===== src/hdl/vpg_pkg.sv =====
// vpg_pkg: register map, field positions, reset values and types of the vertical pattern group combiner
// assumes: compiled first; users never import it and always write vpg_pkg::name
package vpg_pkg;
  // sizes
  localparam int NUM_OUT   = 8;
  localparam int NUM_GRP   = 4;
  localparam int TOG_PAT   = 4;
  localparam int MAX_TOG   = 16;
  localparam int POS_W     = 13;
  localparam int SEL_W     = 18;
  localparam int NUM_WORDS = 38;
  localparam logic [12:0] SEG_MAX = 13'h0012;
  localparam logic [12:0] POS_MAX = 13'h1FFF;
  // word indices, byte address is four times the index
  localparam logic [5:0] IX_CTRL0   = 6'h00;
  localparam logic [5:0] IX_ASSIGN  = 6'h01;
  localparam logic [5:0] IX_PICK    = 6'h02;
  localparam logic [5:0] IX_A_REP34 = 6'h03;
  localparam logic [5:0] IX_GRP     = 6'h04;
  localparam logic [5:0] IX_PAT     = 6'h14;
  localparam logic [5:0] IX_FRZ     = 6'h1C;
  localparam logic [5:0] IX_HB_EVEN = 6'h24;
  localparam logic [5:0] IX_HB_ODD  = 6'h25;
  localparam logic [5:0] IX_STATUS  = 6'h26;
  // field positions
  localparam int HI_LSB     = 16;
  localparam int POL_LSB    = 8;
  localparam int CTRL_SEGMENT_ALTERNATION_MODE  = 6;
  localparam int MERGE_LSB  = 10;
  localparam int FLEN_LSB   = 16;
  localparam int ALT_LSB    = 20;
  localparam logic [3:0] MERGE_ON = 4'h1;
  // writable bits and reset value
  localparam logic [31:0] MSK_CTRL0 = 32'h003F_3C40;
  localparam logic [31:0] MSK_LO16  = 32'h0000_FFFF;
  localparam logic [31:0] MSK_PAIR  = 32'h1FFF_1FFF;
  localparam logic [31:0] MSK_POS   = 32'h0000_1FFF;
  localparam logic [31:0] RST_WORD  = 32'h0000_0000;
  // per-group sequencer states
  typedef enum logic [2:0] {
    GS_WAIT = 3'b001,
    GS_RUN  = 3'b010,
    GS_DONE = 3'b100
  } vpg_gstate_e;
endpackage


===== src/hdl/vpg_grp_if.sv =====
`timescale 1ns/100ps
// vpg_grp_if: settings into one group sequencer and its level back out
// assumes: the top drives the ctl side combinationally each cycle
interface vpg_grp_if;
  logic [12:0]       start;
  logic [12:0]       len;
  logic [12:0]       last_len;
  logic              last_en;
  logic [12:0]       reps;
  logic [15:0][12:0] tog;
  logic [15:0]       tog_en;
  logic              level;
  logic              active;
  logic [12:0]       rep_idx;
  modport gen (input start, len, last_len, last_en, reps, tog, tog_en, output level, active, rep_idx);
  modport ctl (output start, len, last_len, last_en, reps, tog, tog_en, input level, active, rep_idx);
endinterface


===== src/hdl/vpg_top.sv =====
// The APB interface to the registers and the register addresses were decided locally.
`timescale 1ns/100ps
// vpg_top: apb register file, line timing, group configuration and output routing
// assumes: line_start and field_start are one-cycle pulses synchronous to mclk (10 MHz)
module vpg_top (
  // clock and reset
  input  wire logic        mclk,
  input  wire logic        rst_n,
  // apb slave
  input  wire logic        psel,
  input  wire logic        penable,
  input  wire logic        pwrite,
  input  wire logic [7:0]  paddr,
  input  wire logic [31:0] pwdata,
  output logic      [31:0] prdata,
  output logic             pready,
  output logic             pslverr,
  // line timing from the h/v counters
  input  wire logic        line_start,
  input  wire logic        field_start,
  // to the vertical driver channels
  output logic      [7:0]  vout,
  output logic             hblank
);
  logic [31:0] mem_reg [vpg_pkg::NUM_WORDS];
  logic [31:0] prdata_reg;
  logic        pready_reg;
  logic        pslverr_reg;
  logic [12:0] pix_reg;
  logic        line_odd_reg;
  logic [1:0]  phase_reg;
  logic [7:0]  vout_reg;
  logic        hblank_reg;
  logic [5:0]  ix;
  logic        mapped;
  logic        setup;
  logic        wr_go;
  logic        segment_alternation_mode;
  logic        merge;
  logic        hold;
  logic [3:0]  flen_en;
  logic [1:0]  alt_last;
  logic [7:0]  pol;
  logic [1:0]  pick [vpg_pkg::NUM_GRP];
  logic [1:0]  asg [vpg_pkg::NUM_OUT];
  logic [17:0] sel_w [4];
  logic [17:0] sel0;
  logic [17:0] sel1;
  logic [1:0]  a_code;
  logic [3:0]  lvl_v;
  logic [12:0] a_rep_idx;
  logic [31:0] rd_word;

  // writable bits of each word; the rest store and read as zero
  function automatic logic [31:0] wmask(input logic [5:0] i);
    logic [31:0] m;
    m = vpg_pkg::RST_WORD;
    if (i == vpg_pkg::IX_CTRL0) m = vpg_pkg::MSK_CTRL0;
    else if (i == vpg_pkg::IX_ASSIGN || i == vpg_pkg::IX_PICK) m = vpg_pkg::MSK_LO16;
    else if (i == vpg_pkg::IX_A_REP34) m = vpg_pkg::MSK_PAIR;
    else if (i >= vpg_pkg::IX_GRP && i < vpg_pkg::IX_PAT) begin
      if (i[1:0] == 2'b00) m = vpg_pkg::MSK_POS;
      else if (i[1:0] != 2'b11) m = vpg_pkg::MSK_PAIR;
    end
    else if (i >= vpg_pkg::IX_PAT && i < vpg_pkg::IX_FRZ) m = vpg_pkg::MSK_PAIR;
    else if (i >= vpg_pkg::IX_FRZ && i < vpg_pkg::IX_HB_EVEN) m = vpg_pkg::MSK_POS;
    else if (i == vpg_pkg::IX_HB_EVEN || i == vpg_pkg::IX_HB_ODD) m = vpg_pkg::MSK_PAIR;
    return m;
  endfunction

  function automatic logic [12:0] lo13(input logic [31:0] w);
    return w[vpg_pkg::POS_W-1:0];
  endfunction

  function automatic logic [12:0] hi13(input logic [31:0] w);
    return w[vpg_pkg::HI_LSB +: vpg_pkg::POS_W];
  endfunction

  // toggle t of stored pattern p: two positions per word
  function automatic logic [12:0] pat_tog(input logic [1:0] p, input logic [1:0] t);
    logic [31:0] w;
    w = mem_reg[6'(vpg_pkg::IX_PAT + {3'b000, p, t[1]})];
    return t[0] ? hi13(w) : lo13(w);
  endfunction

  // apb decode: one aligned word per register, no wait states beyond the access cycle
  assign ix     = paddr[7:2];
  assign mapped = (paddr[1:0] == 2'b00) && (ix <= vpg_pkg::IX_STATUS);
  assign setup  = psel && !penable;
  assign wr_go  = psel && penable && pready_reg && pwrite && mapped && (ix != vpg_pkg::IX_STATUS);

  // read value; status shows the line phase, outputs and group A repetition
  always_comb begin
    rd_word = vpg_pkg::RST_WORD;
    if (mapped && ix == vpg_pkg::IX_STATUS) rd_word = {3'b000, a_rep_idx, vout_reg, 5'b00000, phase_reg, line_odd_reg};
    else if (mapped) rd_word = mem_reg[ix] & wmask(ix);
  end

  // answer in the first access cycle; read data are taken at the setup edge
  always_ff @(posedge mclk or negedge rst_n) begin
    if (!rst_n) begin
      pready_reg  <= 1'b0;
      prdata_reg  <= vpg_pkg::RST_WORD;
      pslverr_reg <= 1'b0;
    end else begin
      pready_reg  <= setup;
      pslverr_reg <= setup && (!mapped || (pwrite && ix == vpg_pkg::IX_STATUS));
      if (setup && !pwrite) prdata_reg <= rd_word;
    end
  end

  // register storage, written only at the completing access edge
  always_ff @(posedge mclk or negedge rst_n) begin
    if (!rst_n) begin
      for (int i = 0; i < vpg_pkg::NUM_WORDS; i++) begin
        mem_reg[i] <= vpg_pkg::RST_WORD;
      end
    end else if (wr_go) begin
      mem_reg[ix] <= pwdata & wmask(ix);
    end
  end

  // control fields
  always_comb begin
    segment_alternation_mode     = mem_reg[vpg_pkg::IX_CTRL0][vpg_pkg::CTRL_SEGMENT_ALTERNATION_MODE];
    merge    = (mem_reg[vpg_pkg::IX_CTRL0][vpg_pkg::MERGE_LSB +: 4] == vpg_pkg::MERGE_ON);
    flen_en  = mem_reg[vpg_pkg::IX_CTRL0][vpg_pkg::FLEN_LSB +: 4];
    alt_last = mem_reg[vpg_pkg::IX_CTRL0][vpg_pkg::ALT_LSB +: 2];
    if (alt_last == 2'b00) alt_last = 2'b01; // codes 0 and 1 both mean odd/even
    pol      = mem_reg[vpg_pkg::IX_PICK][vpg_pkg::POL_LSB +: vpg_pkg::NUM_OUT];
    for (int g = 0; g < vpg_pkg::NUM_GRP; g++) begin
      pick[g] = mem_reg[vpg_pkg::IX_PICK][2*g +: 2];
    end
    for (int o = 0; o < vpg_pkg::NUM_OUT; o++) begin
      asg[o] = mem_reg[vpg_pkg::IX_ASSIGN][2*o +: 2];
    end
  end

  // select words share storage with the freeze/resume pairs
  always_comb begin
    for (int j = 0; j < 4; j++) begin
      sel_w[j] = {mem_reg[vpg_pkg::IX_FRZ + 2*j + 1][4:0], lo13(mem_reg[vpg_pkg::IX_FRZ + 2*j])};
    end
    sel0   = line_odd_reg ? sel_w[2] : sel_w[0];
    sel1   = line_odd_reg ? sel_w[3] : sel_w[1];
    a_code = {sel0[a_rep_idx[4:0]], sel1[a_rep_idx[4:0]]};
  end

  // mask window; meaningless while the pairs carry select bits
  always_comb begin
    hold = 1'b0;
    for (int i = 0; i < 4; i++) begin
      if (pix_reg >= lo13(mem_reg[vpg_pkg::IX_FRZ + 2*i]) && pix_reg < lo13(mem_reg[vpg_pkg::IX_FRZ + 2*i + 1]))
        hold = 1'b1;
    end
    if (segment_alternation_mode) hold = 1'b0;
  end

  // pixel counter, saturating so a missing line pulse cannot wrap into a new start
  always_ff @(posedge mclk or negedge rst_n) begin
    if (!rst_n) pix_reg <= 13'h0000;
    else if (line_start) pix_reg <= 13'h0000;
    else if (pix_reg != vpg_pkg::POS_MAX) pix_reg <= pix_reg + 13'h0001;
  end

  // line parity and group A multi-line phase
  always_ff @(posedge mclk or negedge rst_n) begin
    if (!rst_n) begin
      line_odd_reg <= 1'b0;
      phase_reg    <= 2'b00;
    end else if (field_start) begin
      line_odd_reg <= 1'b0;
      phase_reg    <= 2'b00;
    end else if (line_start) begin
      line_odd_reg <= !line_odd_reg;
      phase_reg    <= (phase_reg >= alt_last) ? 2'b00 : phase_reg + 2'b01;
    end
  end

  // one sequencer per group
  genvar gi;
  generate
    for (gi = 0; gi < vpg_pkg::NUM_GRP; gi++) begin : g_grp
      localparam int B = int'(vpg_pkg::IX_GRP) + 4 * gi;
      vpg_grp_if gif ();

      // settings: the repetition count changes with line parity (group A: its multi-line phase, fixed in segment alternation), as do group A's toggles there
      always_comb begin
        gif.start    = lo13(mem_reg[B]);
        gif.len      = lo13(mem_reg[B + 1]);
        gif.last_len = hi13(mem_reg[B + 1]);
        gif.last_en  = flen_en[gi];
        gif.reps     = line_odd_reg ? lo13(mem_reg[B + 2]) : hi13(mem_reg[B + 2]);
        gif.tog      = '0;
        for (int t = 0; t < vpg_pkg::TOG_PAT; t++) begin
          gif.tog[t] = pat_tog(pick[gi], 2'(t));
        end
        gif.tog_en   = 16'h000F;
        if (gi == 0) begin
          case (phase_reg)
            2'b00: gif.reps = lo13(mem_reg[B + 2]);
            2'b01: gif.reps = hi13(mem_reg[B + 2]);
            2'b10: gif.reps = lo13(mem_reg[vpg_pkg::IX_A_REP34]);
            2'b11: gif.reps = hi13(mem_reg[vpg_pkg::IX_A_REP34]);
            default: gif.reps = lo13(mem_reg[B + 2]);
          endcase
          if (segment_alternation_mode) begin
            gif.reps    = lo13(mem_reg[B + 2]);
            if (gif.reps > vpg_pkg::SEG_MAX) gif.reps = vpg_pkg::SEG_MAX;
            gif.last_en = 1'b0;
            for (int t = 0; t < vpg_pkg::TOG_PAT; t++) begin
              gif.tog[t] = pat_tog(a_code, 2'(t));
            end
          end else if (merge) begin
            for (int t = 0; t < vpg_pkg::MAX_TOG; t++) begin
              gif.tog[t] = pat_tog(pick[t/4], 2'(t % 4));
            end
            gif.tog_en = 16'hFFFF;
          end
        end
      end

      vpg_grp u_grp (
        .mclk       (mclk),
        .rst_n      (rst_n),
        .pix        (pix_reg),
        .line_start (line_start),
        .hold       (hold),
        .g          (gif.gen)
      );

      assign lvl_v[gi] = gif.level;
      if (gi == 0) begin : g_a
        assign a_rep_idx = gif.rep_idx;

      end else begin : g_bcd

      end
    end
  endgenerate

  // routing: merged mode drives every output from group A with group A timing
  always_ff @(posedge mclk or negedge rst_n) begin
    if (!rst_n) begin
      vout_reg <= 8'h00;
    end else begin
      for (int o = 0; o < vpg_pkg::NUM_OUT; o++) begin
        vout_reg[o] <= (merge ? lvl_v[0] : lvl_v[asg[o]]) ^ pol[o];
      end
    end
  end

  // horizontal blanking window chosen by line parity
  always_ff @(posedge mclk or negedge rst_n) begin
    if (!rst_n) begin
      hblank_reg <= 1'b0;
    end else if (line_odd_reg) begin
      hblank_reg <= pix_reg >= lo13(mem_reg[vpg_pkg::IX_HB_ODD]) && pix_reg < hi13(mem_reg[vpg_pkg::IX_HB_ODD]);
    end else begin
      hblank_reg <= pix_reg >= lo13(mem_reg[vpg_pkg::IX_HB_EVEN]) && pix_reg < hi13(mem_reg[vpg_pkg::IX_HB_EVEN]);
    end
  end

  assign prdata  = prdata_reg;
  assign pready  = pready_reg;
  assign pslverr = pslverr_reg;
  assign vout    = vout_reg;
  assign hblank  = hblank_reg;

  genvar oi;
  generate
    for (oi = 0; oi < vpg_pkg::NUM_OUT; oi++) begin : g_chk

    end
  endgenerate
endmodule


===== src/hdl/vpg_grp.sv =====
`timescale 1ns/100ps
// vpg_grp: one pattern group sequencer, repetitions of a toggle pattern from a start pixel
// assumes: pix counts from zero after line_start; a toggle position of zero is unused
module vpg_grp (
  // clock and reset
  input  wire logic        mclk,
  input  wire logic        rst_n,
  // line timing
  input  wire logic [12:0] pix,
  input  wire logic        line_start,
  input  wire logic        hold,
  // settings in, level out
  vpg_grp_if.gen           g
);
  vpg_pkg::vpg_gstate_e state_reg;
  logic [12:0]          off_reg;
  logic [12:0]          rep_reg;
  logic [12:0]          cur_len;
  logic                 last_rep;
  logic                 seg_end;
  logic                 hit;
  logic                 level_reg;

  function automatic logic tog_hit(input logic [12:0] off, input logic [15:0][12:0] t, input logic [15:0] en);
    logic r;
    r = 1'b0;
    for (int i = 0; i < vpg_pkg::MAX_TOG; i++) begin
      if (en[i] && t[i] != 13'h0000 && t[i] == off) r = 1'b1;
    end
    return r;
  endfunction

  // length of the running repetition; the last one may use its own length
  always_comb begin
    last_rep = (rep_reg == g.reps - 13'h0001);
    cur_len  = (last_rep && g.last_en) ? g.last_len : g.len;
    seg_end  = (off_reg == cur_len - 13'h0001);
    hit      = tog_hit(off_reg, g.tog, g.tog_en);
  end

  // repetition sequencing; the offset keeps running under a mask, unlike a hold area
  always_ff @(posedge mclk or negedge rst_n) begin
    if (!rst_n) begin
      state_reg <= vpg_pkg::GS_WAIT;
      off_reg   <= 13'h0000;
      rep_reg   <= 13'h0000;
    end else if (line_start) begin
      state_reg <= vpg_pkg::GS_WAIT;
      off_reg   <= 13'h0000;
      rep_reg   <= 13'h0000;
    end else begin
      case (state_reg)
        vpg_pkg::GS_WAIT: begin
          if (pix == g.start && g.reps != 13'h0000 && g.len != 13'h0000) state_reg <= vpg_pkg::GS_RUN;
        end
        vpg_pkg::GS_RUN: begin
          if (seg_end) begin
            off_reg <= 13'h0000;
            if (last_rep) state_reg <= vpg_pkg::GS_DONE;
            else rep_reg <= rep_reg + 13'h0001;
          end else begin
            off_reg <= off_reg + 13'h0001;
          end
        end
        vpg_pkg::GS_DONE: begin
          state_reg <= vpg_pkg::GS_DONE;
        end
        default: begin
          state_reg <= vpg_pkg::GS_WAIT;
        end
      endcase
    end
  end

  // output level; toggles inside a mask window are dropped, not deferred
  always_ff @(posedge mclk or negedge rst_n) begin
    if (!rst_n) level_reg <= 1'b0;
    else if (line_start) level_reg <= 1'b0;
    else if (state_reg == vpg_pkg::GS_RUN && hit && !hold) level_reg <= !level_reg;
  end

  assign g.level   = level_reg;
  assign g.active  = (state_reg == vpg_pkg::GS_RUN);
  assign g.rep_idx = rep_reg;
endmodule


===== config.mk =====
export PLATFORM = sky130hd
export DESIGN_NAME = vpg_top
export DESIGN_NICKNAME = d
export VERILOG_FILES = /design/src/hdl/vpg_pkg.sv /design/src/hdl/vpg_grp_if.sv /design/src/hdl/vpg_top.sv /design/src/hdl/vpg_grp.sv
export SDC_FILE = /design/constraint.sdc
export NUM_CORES = 2
export LEC_CHECK = 0
export ABC_AREA = 1
export BUFFER_PORTS_ARGS = -buffer_cell sky130_fd_sc_hd__buf_2
export CORE_MARGIN = 1.5
export CORE_UTILIZATION = 31
export CTS_CLUSTER_DIAMETER = 80
export DETAILED_ROUTE_END_ITERATION = 8
export PLACE_DENSITY = 0.52
export SLEW_MARGIN = 20
export SYNTH_ARGS = -nofsm -noshare
export SYNTH_HDL_FRONTEND = slang
export SYNTH_SLANG_ARGS = --single-unit

===== constraint.sdc =====
create_clock -name mclk -period 7.9 [get_ports mclk]
set_input_delay 0.79 -clock mclk [delete_from_list [all_inputs] [get_ports mclk]]
set_output_delay 0.79 -clock mclk [all_outputs]
set_load 0.01 [all_outputs]

==> summary.txt <==
Run status
  – Status: finished, final reports clean

Global route
  – Grt ovf: 0
  – Vias in the first global route: ~76k
  – Initial antenna violation count: 22
  – Largest net degree at the start of global routing: around 150
  – GRT Total Usage: 32.7%
  – First-pass GRT wire length: between 600000 and 700000 um

Logic synthesis
  – Seq/Total Area, Yosys: between 40% and 50%
  – Cells after Synth: around 11k
  – YS warnings: 0
  – Synthesized area per cell: about 7.3 um^2
  – Synth async-reset ratio: 100%
  – Area fraction of the dominant cell type after synthesis: between 30% and 40%
  – Syn Std Cell Area: 79700 um^2
  – Top cell type by total area after synthesis: dfrtp_1
  – Yosys cell types: just under 80
  – Seq cells post-synth: about 1.3k
  – Synth Flop Type: dfrtp_1
  – Post-synth EDFFs: 0
  – Synth top area cells: dfrtp_1 40%, nand2_1 11%, o21ai_0 9.3%, inv_1 4.6%, a21oi_1 3.8%

STA
  – Hold Violations, Final: 0
  – Clk_skew: about 0.035 ns
  – Max frequency: 151 MHz
  – TNS Setup: 0 ns
  – Setup ws final: roughly 1.3 ns
  – Final Max Slew Viols: 0
  – Period Utilization, post-route: 84.0%
  – Final setup fails: 0
  – Slew at the pin closest to its max-slew limit: between 1 and 1.5 ns
  – Max transition margin: 10.1%
  – RSZ-0062 raised after global routing: false
  – Min cycle time layout: roughly 6.6 ns

Worst setup path
  – CP startpoint kind: flip-flop
  – Max stage delay on crit path: 0.77 ns
  – Worst endpoint required time: about 8.6 ns
  – CP max FO: 15
  – R2R Setup Slk: 1.27 ns
  – Critical path capture point type: flip-flop
  – Slowest CP cell: nand4_1
  – WS Path Type: flip-flop to flip-flop
  – Worst Path Arrival: 7.36 ns
  – Most frequent CP cell: nand2_1

Placement
  – I/O Buffers: 83
  – Final GP Congestion: between 1 and 1.5
  – Area of placed instances: about 84000 um^2
  – Place WS: between 1 and 1.5 ns
  – DP HPWL: roughly 310000 um

Job
  – Max Cap Violations: 0

Finish
  – Most frequent cells in the layout: 2403 x nand2_1, 1482 x o21ai_0, 1255 x dfrtp_1
  – Largest register FFs: between 900 and 1k
  – Commonest non-fill, non-tap cell in the layout: nand2_1
  – Area delta synth->final: 11.6%
  – Fin area: a little under 90000 um^2
  – Layout cells sized above 1: under 10%
  – Final net count: ~11k
  – Post-Route Utilization: a little over a third

Clock tree
  – Num CTS Buffers: about 150
  – H-tree depth: 4
  – Clock latency on the worst-skew pair: 0.85 ns
  – Cts repair resizes: 0
  – Clk buf depth: 3
  – Setup bufs post-CTS: 0
  – CTS clk-pin slew, worst paths: ~0.06 ns
  – Hold-fix buffers, CTS: 1
  – Sink Count: 1278
  – CTS tree: built
  – CTS Root Cell: clkbuf_16

Power
  – Leakage power: 40.5 nW
  – Max IR drop VDD: 0.000161 V
  – PD cells: between 150 and 200 nW/um^2

Detailed routing
  – Avg WL per Cell: between 30 and 40 um
  – DR vias: around 84k
  – Post-route antenna net violation count: 0
  – Detailed Routing Iterations Pass 1: 8
  – DR DRC count: 0
  – DRT Wirelength: about 430000 um
  – Via density per instance: just under 6
  – DRT iter0 DRCs: about 12k

Floorplan
  – Height of the die: 510 um
  – Std cell rows: approximately 190
  – # IOs: 90
  – Die area: between 200000 and 300000 um^2
  – Core Footprint: about 250000 um^2
  – Die Span X: ~500 um
  – Initial Util: between 30% and 40%

Min path
  – Hold Path Class: input port to flip-flop
## metal layers
layer,part of all wire [%],vias up,GRT usage (%)
li1,-,36500,-
met1,41,41100,44.0
met2,42,5091,47.4
met3,11,980,7.71
met4,6.8,8,19.4
met5,0.067,-,0
## logic make-up (layout without fill, tap and decap cells)
logic type                 after synthesis  after routing  synth area share (%)
AOI/OAI and AO/OA                     3034           3034                  21.8
xor gates and xnor gates               368            368                  4.06
adders and majority gates              180            180                  2.83
buffers and inverters                 1763           1644                  8.54
DFF                                   1278           1278                  40.1
muxes                                    1              1                0.0126
other                                    1             20               0.00470
and+or+nand+nor                       4278           4278                  22.6
## cell type report
| type | count | area [um^2] |
|---|---|---|
| antenna | 17 | 42.5 |
| clock buffer | 220 | 4270 |
| sequential | 1278 | 32000 |
| timing repair buffer | 348 | 2610 |
| inverter | 1029 | 3890 |
| clock inverter | 47 | 662 |
| tap | 3366 | 4210 |
| fill | 26800 | 166000 |
| multi-input combinational | 7864 | 41300 |
## power breakdown
group / internal (mW) / leakage, nW / switching [mW]
combinational: 0.474 / 22.3 / 1.62
sequential: 6.62 / 15.9 / 0.0925
clock: 3.99 / 2.40 / 3.13
## stage by stage
step	cells	total power, mW	hold WS (ns)
2_1_floorplan	10900	7.76	0.446
3_3_place_gp	13900	8.84	0.461
3_5_place_dp	13900	8.85	0.461
4_1_cts	14200	15.9	0.0802
5_1_grt	14200	16.3	0.107
6_report	14200	15.9	0.137
## synthesized netlist by cell type, drive strengths merged, types with 7 or more instances
library cell / instances
a22oi: 30
nand3b: 15
nor4: 71
a21o: 9
or2: 36
a2111oi: 18
o22ai: 410
a211oi: 31
o21a: 12
a221oi: 55
nor3: 108
xnor2: 41
a22o: 7
a21oi: 616
clkbuf: 611
clkinv: 32
ha: 180
nand3: 563
o221ai: 82
nand4: 188
o211ai: 62
nor2: 823
o2111ai: 35
nand2: 2436
or4: 11
xor2: 326
and2: 15
o21bai: 7
a31oi: 9
o21ai: 1547
buf: 123
o41ai: 69
a32o: 8
inv: 997
dfrtp: 1274
## critical path: cells and delay by family (launching register included)
family          cells  cell delay, ns
compound gates      2            0.32
fa+ha+maj           3            0.83
buf+inv             4            0.75
flops               1            0.39
simple gates       21            4.16
## final timing paths
kind                                           from                                       end  cells past startpoint
max in group asynchronous                     rst_n                    pix_reg[1]$_DFFE_PN0P_                      4
setup / recovery           phase_reg[0]$_DFFE_PN0P_  g_grp[0].u_grp.g.rep_idx[11]$_DFFE_PN0P_                     30
setup reg to reg           phase_reg[0]$_DFFE_PN0P_  g_grp[0].u_grp.g.rep_idx[11]$_DFFE_PN0P_                     30
min in group asynchronous                     rst_n     g_grp[3].u_grp.off_reg[1]$_DFFE_PN0P_                      2
hold / removal                              penable                          pready$_DFF_PN0_                      2
hold reg to reg              prdata[19]$_DFFE_PN0P_                    prdata[19]$_DFFE_PN0P_                      2
(Power assumes the default switching activity.)
